**config.mk**
```make
export PLATFORM = sky130hd
export DESIGN_NAME = atc_threshold_irq
export DESIGN_NICKNAME = d
export VERILOG_FILES = /design/src/atc_threshold_irq.v
export VERILOG_INCLUDE_DIRS = /design/src
export SDC_FILE = /design/constraint.sdc
export NUM_CORES = 1
export LEC_CHECK = 0
export ABC_AREA = 1
export BUFFER_PORTS_ARGS = -buffer_cell sky130_fd_sc_hd__buf_2
export CELL_PAD_IN_SITES_DETAIL_PLACEMENT = 0
export CELL_PAD_IN_SITES_GLOBAL_PLACEMENT = 1
export CORE_UTILIZATION = 25
export CTS_CLUSTER_SIZE = 30
export DETAILED_ROUTE_END_ITERATION = 12
export GPL_TIMING_DRIVEN = 0
export HOLD_SLACK_MARGIN = 0.02
export PLACE_DENSITY_LB_ADDON = 0.1
export SYNTH_ARGS = -nofsm -noshare
export SYNTH_HDL_FRONTEND = slang
export SYNTH_SLANG_ARGS = --single-unit
```
**constraint.sdc**
```tcl
create_clock -name clk_sys -period 1.7 [get_ports clk_sys]
set_input_delay 0.255 -clock clk_sys [delete_from_list [all_inputs] [get_ports clk_sys]]
set_output_delay 0.255 -clock clk_sys [all_outputs]
set_load 0.02 [all_outputs]
```
**src/atc_consts.vh**
```
`ifndef ATC_CONSTS_VH
`define ATC_CONSTS_VH

// Register indices; the bus byte address is four times the index.
`define ATC_IDX_FLAGS       16'h4011
`define ATC_IDX_MASKS       16'h4019
`define ATC_IDX_CMP_CTRL    16'h4030
`define ATC_IDX_CFG_ONE     16'h4031
`define ATC_IDX_CFG_TWO     16'h4032
`define ATC_IDX_CFG_THREE   16'h4033
`define ATC_IDX_CFG_FOUR    16'h4034

// Field positions.
`define ATC_SRC_HI          15
`define ATC_SRC_LO          13
`define ATC_DIR_BIT         12
`define ATC_THR_HI          11
`define ATC_THR_LO          0
`define ATC_READY_BIT       8
`define ATC_EVT_HI          7
`define ATC_EVT_LO          4
`define ATC_RESULT_LO       8
`define ATC_ENABLE_LO       0

// Reset values.
`define ATC_CFG_RESET       16'h0000
`define ATC_FLAGS_RESET     5'h00
`define ATC_MASKS_RESET     5'h1f
`define ATC_ENABLE_RESET    4'h0

// Channel codes.
`define ATC_CH_BACKUP       3'h0
`define ATC_CH_INPUT_A      3'h1
`define ATC_CH_INPUT_B      3'h2
`define ATC_CH_INPUT_C      3'h3
`define ATC_CH_TEMP         3'h5
`define ATC_CH_SUPPLY       3'h7

// Bus answers.
`define ATC_RESP_OKAY       2'h0
`define ATC_RESP_SLVERR     2'h2

`endif

```
**src/atc_threshold_irq.v**
```verilog
`timescale 1ns/1ps
`default_nettype none
`include "atc_consts.vh"

// Function
// - Units one to three pick channel by 3-bit code: 1,2,3,5,7 valid, others reserved.
// - Unit four alone treats code 0 as the backup battery channel.
// - Direction 0 triggers below threshold, 1 triggers at or above threshold.
// - Threshold is 12-bit unsigned, compared directly with the 12-bit sample.
// - Ready flag and unit flags feed one interrupt; mask bit 1 blocks a flag.
// - Ready flag survives reads; only writing 1 to it clears it.
// - Ready flag is bit 8, set on the rising edge of new data.
// - Unit flags are bits 7 to 4, set per direction, cleared by writing 1.
// - Mask register holds bits 8 and 7 to 4; all reset to 1.
// - All unit configuration fields reset to zero.
// - Compare only right after a conversion on the selected channel.
// - Result bits 8 to 11 of control hold each unit's latest comparison.
// - Enable bits 0 to 3; a disabled unit updates neither result nor flag.
module atc_threshold_irq #(
    parameter ADDR_W = 17,
    parameter UNITS  = 4
) (
    input  wire          clk_sys,
    input  wire          reset_n,
    // Conversion result port: level stays high while a new sample is presented.
    input  wire          sample_ready,
    input  wire [2:0]    sample_channel,
    input  wire [11:0]   sample_data,
    output reg           adc_primary_irq,
    // AXI4-Lite slave.
    input  wire [ADDR_W-1:0] s_axi_awaddr,
    input  wire          s_axi_awvalid,
    output reg           s_axi_awready,
    input  wire [31:0]   s_axi_wdata,
    input  wire [3:0]    s_axi_wstrb,
    input  wire          s_axi_wvalid,
    output reg           s_axi_wready,
    output reg  [1:0]    s_axi_bresp,
    output reg           s_axi_bvalid,
    input  wire          s_axi_bready,
    input  wire [ADDR_W-1:0] s_axi_araddr,
    input  wire          s_axi_arvalid,
    output reg           s_axi_arready,
    output reg  [31:0]   s_axi_rdata,
    output reg  [1:0]    s_axi_rresp,
    output reg           s_axi_rvalid,
    input  wire          s_axi_rready
);

    reg  [15:0]          cfg [0:UNITS-1];
    reg  [UNITS-1:0]     cmp_enable;
    reg  [UNITS-1:0]     cmp_result;
    reg  [4:0]           flags;
    reg  [4:0]           masks;
    reg                  sample_ready_q;
    reg  [ADDR_W-1:0]    wr_addr;
    reg  [15:0]          wr_data;
    reg  [1:0]           wr_strb;

    wire                 new_sample;
    wire                 do_write;
    wire [15:0]          wr_index;
    wire [15:0]          rd_index;
    wire [15:0]          lane_mask;
    wire [15:0]          wr_bits;
    wire [UNITS-1:0]     hit;
    wire [UNITS-1:0]     trig;
    reg  [4:0]           flag_set;
    reg  [4:0]           flag_clr;
    reg  [4:0]           next_flags;
    reg  [4:0]           next_masks;
    reg                  wr_mapped;
    reg  [15:0]          rd_value;
    reg                  rd_mapped;
    integer              i;

    // A held level must not retrigger, so only its rising edge counts.
    assign new_sample = sample_ready & ~sample_ready_q;
    assign do_write   = ~s_axi_awready & ~s_axi_wready & ~s_axi_bvalid;
    assign wr_index   = {{(18-ADDR_W){1'b0}}, wr_addr[ADDR_W-1:2]};
    assign rd_index   = {{(18-ADDR_W){1'b0}}, s_axi_araddr[ADDR_W-1:2]};
    assign lane_mask  = {{8{wr_strb[1]}}, {8{wr_strb[0]}}};
    assign wr_bits    = wr_data & lane_mask;

    // One comparison unit per threshold; only the last one may watch the backup channel.
    genvar g;
    generate
        for (g = 0; g < UNITS; g = g + 1)
        begin : unit_g
            atc_cmp_unit #(
                .BACKUP_OK      (g == UNITS - 1)
            ) unit_u (
                .cfg_word       (cfg[g]),
                .sample_channel (sample_channel),
                .sample_data    (sample_data),
                .hit            (hit[g]),
                .trig           (trig[g])
            );
        end
    endgenerate

    always @*
    begin
        wr_mapped = 1'b1;
        case (wr_index)
            `ATC_IDX_FLAGS, `ATC_IDX_MASKS, `ATC_IDX_CMP_CTRL,
            `ATC_IDX_CFG_ONE, `ATC_IDX_CFG_TWO, `ATC_IDX_CFG_THREE, `ATC_IDX_CFG_FOUR:
                wr_mapped = 1'b1;
            default:
                wr_mapped = 1'b0;
        endcase
        flag_set = 5'h00;
        flag_clr = 5'h00;
        if (new_sample)
        begin
            flag_set[4] = 1'b1;
            // Unit n sits at event bit n+4, ascending.
            flag_set[3:0] = hit & cmp_enable & trig;
        end
        if (do_write && wr_index == `ATC_IDX_FLAGS)
            flag_clr = {wr_bits[`ATC_READY_BIT], wr_bits[`ATC_EVT_HI:`ATC_EVT_LO]};
        // An event landing with its own clear is kept.
        next_flags = (flags & ~flag_clr) | flag_set;
        next_masks = masks;
        if (do_write && wr_index == `ATC_IDX_MASKS)
        begin
            if (wr_strb[1])
                next_masks[4] = wr_data[`ATC_READY_BIT];
            if (wr_strb[0])
                next_masks[3:0] = wr_data[`ATC_EVT_HI:`ATC_EVT_LO];
        end
    end

    always @*
    begin
        rd_mapped = 1'b1;
        rd_value  = 16'h0000;
        case (rd_index)
            `ATC_IDX_FLAGS:
                rd_value = {7'h00, flags, 4'h0};
            `ATC_IDX_MASKS:
                rd_value = {7'h00, masks, 4'h0};
            `ATC_IDX_CMP_CTRL:
                rd_value = {4'h0, cmp_result, 4'h0, cmp_enable};
            `ATC_IDX_CFG_ONE:
                rd_value = cfg[0];
            `ATC_IDX_CFG_TWO:
                rd_value = cfg[1];
            `ATC_IDX_CFG_THREE:
                rd_value = cfg[2];
            `ATC_IDX_CFG_FOUR:
                rd_value = cfg[3];
            default:
                rd_mapped = 1'b0;
        endcase
    end

    // Control state, flags and comparator results.
    always @(posedge clk_sys or negedge reset_n)
    begin
        if (!reset_n)
        begin
            for (i = 0; i < UNITS; i = i + 1)
                cfg[i] <= `ATC_CFG_RESET;
            cmp_enable      <= `ATC_ENABLE_RESET;
            cmp_result      <= {UNITS{1'b0}};
            flags           <= `ATC_FLAGS_RESET;
            masks           <= `ATC_MASKS_RESET;
            sample_ready_q  <= 1'b0;
            adc_primary_irq <= 1'b0;
        end
        else
        begin
            sample_ready_q  <= sample_ready;
            flags           <= next_flags;
            masks           <= next_masks;
            adc_primary_irq <= |(next_flags & ~next_masks);
            for (i = 0; i < UNITS; i = i + 1)
            begin
                // Results change only on a fresh conversion of the unit's own channel.
                if (new_sample && hit[i] && cmp_enable[i])
                    cmp_result[i] <= trig[i];
            end
            if (do_write)
            begin
                if (wr_index == `ATC_IDX_CMP_CTRL && wr_strb[0])
                    cmp_enable <= wr_data[`ATC_ENABLE_LO+UNITS-1:`ATC_ENABLE_LO];
                for (i = 0; i < UNITS; i = i + 1)
                begin
                    if (wr_index == `ATC_IDX_CFG_ONE + i[15:0])
                        cfg[i] <= (cfg[i] & ~lane_mask) | wr_bits;
                end
            end
        end
    end

    // Write channel: address and data are taken in either order, then answered.
    always @(posedge clk_sys or negedge reset_n)
    begin
        if (!reset_n)
        begin
            s_axi_awready <= 1'b1;
            s_axi_wready  <= 1'b1;
            s_axi_bvalid  <= 1'b0;
            s_axi_bresp   <= `ATC_RESP_OKAY;
            wr_addr       <= {ADDR_W{1'b0}};
            wr_data       <= 16'h0000;
            wr_strb       <= 2'h0;
        end
        else
        begin
            if (s_axi_awvalid && s_axi_awready)
            begin
                wr_addr       <= s_axi_awaddr;
                s_axi_awready <= 1'b0;
            end
            if (s_axi_wvalid && s_axi_wready)
            begin
                wr_data      <= s_axi_wdata[15:0];
                wr_strb      <= s_axi_wstrb[1:0];
                s_axi_wready <= 1'b0;
            end
            if (do_write)
            begin
                s_axi_bvalid <= 1'b1;
                s_axi_bresp  <= wr_mapped ? `ATC_RESP_OKAY : `ATC_RESP_SLVERR;
            end
            if (s_axi_bvalid && s_axi_bready)
            begin
                s_axi_bvalid  <= 1'b0;
                s_axi_awready <= 1'b1;
                s_axi_wready  <= 1'b1;
            end
        end
    end

    // Read channel: one read in flight; reads have no side effects.
    always @(posedge clk_sys or negedge reset_n)
    begin
        if (!reset_n)
        begin
            s_axi_arready <= 1'b1;
            s_axi_rvalid  <= 1'b0;
            s_axi_rdata   <= 32'h0000_0000;
            s_axi_rresp   <= `ATC_RESP_OKAY;
        end
        else
        begin
            if (s_axi_arvalid && s_axi_arready)
            begin
                s_axi_arready <= 1'b0;
                s_axi_rvalid  <= 1'b1;
                s_axi_rdata   <= {16'h0000, rd_value};
                s_axi_rresp   <= rd_mapped ? `ATC_RESP_OKAY : `ATC_RESP_SLVERR;
            end
            else if (s_axi_rvalid && s_axi_rready)
            begin
                s_axi_rvalid  <= 1'b0;
                s_axi_arready <= 1'b1;
            end
        end
    end

endmodule // atc_threshold_irq

// Decides whether a presented sample belongs to one unit and whether it trips the threshold.
module atc_cmp_unit #(
    parameter BACKUP_OK = 0
) (
    input  wire [15:0]   cfg_word,
    input  wire [2:0]    sample_channel,
    input  wire [11:0]   sample_data,
    output reg           hit,
    output reg           trig
);

    wire [2:0]           src;
    wire                 dir;
    wire [11:0]          thr;

    assign src = cfg_word[`ATC_SRC_HI:`ATC_SRC_LO];
    assign dir = cfg_word[`ATC_DIR_BIT];
    assign thr = cfg_word[`ATC_THR_HI:`ATC_THR_LO];

    always @*
    begin
        case (src)
            `ATC_CH_INPUT_A, `ATC_CH_INPUT_B, `ATC_CH_INPUT_C,
            `ATC_CH_TEMP, `ATC_CH_SUPPLY:
                hit = (sample_channel == src);
            `ATC_CH_BACKUP:
                hit = (BACKUP_OK != 0) && (sample_channel == `ATC_CH_BACKUP);
            default:
                // Reserved codes never match, so a stray setting stays silent.
                hit = 1'b0;
        endcase
        // Both operands are unsigned 12-bit codes, so no sign handling is needed.
        if (dir)
            trig = (sample_data >= thr);
        else
            trig = (sample_data < thr);
    end

endmodule // atc_cmp_unit

`default_nettype wire

```
## Word-level counts from Yosys, hierarchy flattened

Cells that the tools add are included.
W data, S select, Z words.

| word-level totals | value |
|---|---|
| bits in registers | 144 |
| latch bits | 0 |
| bits in writable memories | 0 |
| ROM bits | 0 |
| bits of input ports | 93 |
| output and inout port bits | 42 |
| word-level logic and storage cells | 156 |
| memories | 0 |

| operators by class | value |
|---|---|
| add/sub/neg operators | 0 |
| $mul | 0 |
| div/mod/pow operators | 0 |
| magnitude comparators | 8 |
| eq/ne operators | 38 |
| shifts and indexed selects | 0 |
| multiplexer cells | 28 |
| bitwise gates (word level) | 24 |
| reduce and logical (&&, ||, !) cells | 34 |

Operator list:

| operator | count |
|---|---|
| $eq A15 B15 Y1 const B | 14 |
| $pmux W16 S7 | 1 |
| $and A16 B16 Y16 | 5 |
| $or A16 B16 Y16 | 4 |
| $ge A12 B12 Y1 | 4 |
| $lt A12 B12 Y1 | 4 |
| $reduce_or A5 Y1 | 5 |
| $eq A3 B2 Y1 const B | 8 |
| $eq A3 B3 Y1 const B | 8 |
| $mux W1 | 20 |
| $logic_and A1 B1 Y1 | 16 |
| $not A16 Y16 | 1 |
| $mux W5 | 3 |
| $reduce_or A7 Y1 | 2 |
| $eq A3 B1 Y1 const B | 4 |
| $eq A3 B3 Y1 | 4 |
| $and A5 B5 Y5 | 2 |
| $not A5 Y5 | 2 |
| $reduce_and A2 Y1 | 5 |
| $and A4 B4 Y4 | 2 |
| $reduce_bool A2 Y1 | 4 |
| $logic_not A3 Y1 | 2 |
| $or A5 B5 Y5 | 1 |
| $mux W2 | 2 |
| other kinds (4) | 9 |

## Logic depth before layout (Yosys ltp)

| logic depth | value |
|---|---|
| depth in word-level cells | 10 |
| mapped depth | 17 |

## Hierarchy

From an unflattened synthesis, not the netlist that was laid out.

| unflattened totals | value |
|---|---|
| cell total of the unflattened synthesis | 1084 |
| area, all modules | 8320.5 sq um |

Modules (own cells, without submodules):

| module | instances | cells an instance | area an instance (sq um) | seq. area each (sq um) |
|---|---|---|---|---|
| atc_threshold_irq | 1 | 781 | 6555.0 | 3513.4 |
| atc_cmp_unit at unit_g[0].unit_u ... | 3 | 75 | 441.7 | 0.0 |
| atc_cmp_unit at unit_g[3].unit_u | 1 | 78 | 440.4 | 0.0 |

## Worst setup path after synthesis

OpenSTA, ideal clock, no wires.

| timing path | value |
|---|---|
| kind | reg-to-reg |
| start | reg s_axi_bvalid |
| end | reg with a tool-made name |
| arrival time | 1524 ps |
| data required time | 1579 ps |
| path slack | 55 ps |
| cell stages (with the launch flop) | 8 |
| buffers on the path | 1 |
| cells stage by stage | dfrtp_1 > nor3_4 > inv_2 > nor2_4 > nand3_2 > buf_6 > nand2_1 > o21ai_2 |

RTL lines:

| what | line | RTL |
|---|---|---|
| start: declaration | atc_threshold_irq.v:39 | `output reg s_axi_bvalid,` |
| start signal: assignment | atc_threshold_irq.v:204 | `s_axi_bvalid <= 1'b0;` |
| start signal: assignment | atc_threshold_irq.v:225 | `s_axi_bvalid <= 1'b1;` |
| start signal: assignment | atc_threshold_irq.v:230 | `s_axi_bvalid <= 1'b0;` |

==> impl_results.md <==
* Pre-CTS setup slack at -601 ps
* Max Fanout on Critical Path at 2
* Violated checks: setup timing
* Total track usage at 16.4%
* Area growth syn-to-layout at 41.0%
* Max cap viols at 0
* CP Buf/Inv Count at 1
* Top Ports at 135
* Yosys reg bits at 140
* Nets@finish at 1303
* DR vias/cell at 4.38
* RSZ-0062 raised after global routing: yes
* Fin. Hold Viols at 0
* Setup total negative slack at -1040 ps
* Worst hold path class: in -> reg
* GRT overflow at 0
* First-pass GRT wire length at 39.8 mm
* Router iterations before antenna repair at 4
* PD cells at 926 nW/um^2
* Min-delay src: s_axi_rready
* Metal-1 WL at 13.2 mm
* Max Fclk at 542 MHz
* Cell Chain, Critical Path: inv_1 > ha_1 > nand2_1 > nand2_1 > nand2_1 > nand2_1 > nand2_2 > nand3_2 > nand2_2 > nand2_4 > nand2_4 > nand2_4 > nand2_2 > nand2_2 > nor2_2 > nand2_2
* Fin crit share at 109%
* Final core utilization at 35.7%
* DR WL/cell at around 17 um
* Final Max Slew Viols at 0
* Worst Path Arrival at 2160 ps
* Row count at 65
* ANT cells at 0
* Max-slew headroom at 58.3%
* H-tree Lvls at 4
* Final worst path period need at between 1500 and 2000 ps
* Post-synthesis sequential area ratio at 44.1%
* Post-DP HPWL at 20.1 mm
* Detailed-route DRC error count at 0
* CTS tree: built
* CP Capture Type: register
* CTS Buf Count at 17
* Routability congestion estimate at between 0.8 and 0.9
* CTS clk-pin slew, worst paths at 60 ps
* # setup viols final at 25
* Initial Util at 25.3%
* Critical Path Start Type: register
* Root Driver: clkbuf_16
* Antenna violations before repair at 0
* Largest net degree at the start of global routing at 95
* Core ar. at between 30000 and 40000 sq um
* CTS sink cnt at 140
* Slew @ Worst Pin at 626 ps
* YS warnings at 0
* Static leakage at 5.25 nW
* Largest delay share family, worst path: simple AND/OR/NAND/NOR gates
* Distinct cells, synth at 43
* Post-synth EDFFs at 0
* Met2 wire len at approximately 12 mm
* Clk_skew at 12.3 ps
* Data required time at the worst endpoint at 2020 ps
* Final WL at 26.5 mm
* Commonest non-fill, non-tap cell in the layout: nand2_1
* Clk buf depth at 2
* Maximum VDD drop at about 0.72 mV
* Die Y at 181 um
* Placed instance area at 9040 sq um
* Synth async-reset ratio at 100%
* WL met3 at just under 800 um
* CP max stage delay at 390 ps
* Number of global-route vias before repair at 6668
* Synth Area per Inst at 8.21 sq um
* Post-route ant nets at 0
* CP Class: reg -> reg
* Worst skew pair latency at 440 ps
* Fraction of layout cells with a size suffix above 1 at 41.6%
* Most frequent cells in the layout: nand2_1 (170), dfrtp_1 (132), inv_1 (96)
* Status: complete, but fails checks
* DR top layer: met4
* Number of port buffers at 93
* Most used cell, CP: nand2_2
* Via count at 6911
* Die W at 181 um
* Post-route worst setup slack at -146 ps
* Synth Flop Type: dfrtp_1
* Mapped Area at 7970 sq um
* Post-route cell area at 11200 sq um
* Post-Syn Instances at just under 1000
* DRT iter0 DRCs at 283
* Die ar. at 32600 sq um
* Slowest cell on the critical path: dfrtp_1
## cell families after synthesis
logic type / after synthesis / synth area share [%]
flip-flops: 140 / 44.1
multiplexers: 10 / 1.41
adder cells (fa/ha/maj): 48 / 7.54
AND/OR/NAND/NOR: 402 / 22.4
other: 1 / 0.0471
buffers and inverters: 180 / 10.1
XOR/XNOR: 4 / 0.440
AO/OA/AOI/OAI: 186 / 14.0
## cell type report
| type | count | area [sq um] |
|---|---|---|
| Inverter | 140 | 536 |
| Sequential cell | 140 | 3510 |
| Clock inverter | 10 | 115 |
| Fill cell | 3314 | 20200 |
| Clock buffer | 22 | 474 |
| Tap cell | 402 | 503 |
| Buffer | 39 | 300 |
| Timing Repair Buffer | 155 | 1160 |
| Multi-Input combinational cell | 669 | 4640 |
## synthesized netlist by cell type, drive strengths merged, types with 4 or more instances
master / n / area, sq um
a21oi: 40 / 204
buf: 30 / 239
clkbuf: 10 / 38.8
dfrtp: 132 / 3300
dfstp: 8 / 210
ha: 48 / 601
inv: 138 / 518
mux2: 10 / 113
nand2: 251 / 945
nand3: 47 / 303
nand4: 8 / 50.1
nor2: 77 / 345
nor3: 11 / 87.6
nor3b: 4 / 30.0
o21ai: 109 / 662
o21bai: 4 / 30.0
o22ai: 27 / 169
## final timing paths
path | slack (ps) | endpoint | cells past startpoint
max in group asynchronous | 550 | s_axi_arready$_DFFE_PN1P_ | 3
worst max-delay path | -150 | adc_primary_irq$_DFF_PN0_ | 16
min in group asynchronous | 310 | wr_addr[8]$_DFFE_PN0P_ | 2
worst min register to register | 470 | s_axi_rdata[6]$_DFFE_PN0P_ | 2
worst max register to register | -150 | adc_primary_irq$_DFF_PN0_ | 16
worst min-delay path | 40 | s_axi_rvalid$_DFFE_PN0P_ | 2
## stage by stage
stage	total power [W]	cells	hold WS, ps
2_1_floorplan	0.00553	988	-40.6
5_1_grt	0.0110	1577	35.1
3_3_place_gp	0.00631	1483	378
3_5_place_dp	0.00633	1484	194
6_report	0.0104	1577	37.6
4_1_cts	0.0104	1548	20.8
## repair_timing
item / 4_1_cts / 5_1_grt
pin swaps: 16 / 61
gates cloned: 5 / 3
hold buffers: 5 / 0
gates resized for setup: 116 / 181
hold endpoints to repair: 47 / 0
buffers inserted: 23 / 26
endpoints found under the setup margin: 75 / 93
## worst register-to-register path: stages, from the launching register on
cell	delay (ps)
dfrtp_1	390
inv_1	130
ha_1	260
nand2_1	70
nand2_1	40
nand2_1	50
nand2_1	60
nand2_2	90
nand3_2	80
nand2_2	80
nand2_4	60
nand2_4	90
nand2_4	70
nand2_2	70
nand2_2	50
nor2_2	80
nand2_2	70
## where the power goes
group	switching (W)	internal [W]
sequential	0.000355	0.00381
combinational	0.00163	0.000754
clock	0.00158	0.00228
total	0.00357	0.00684
## routing by layer
metal,up-vias,global-route usage [%]
met4,0,6.32
met2,134,25.3
met5,-,0
met1,3226,22.9
met3,28,2.83
li1,3523,-
No activity file was read; power rests on OpenSTA's default activity.
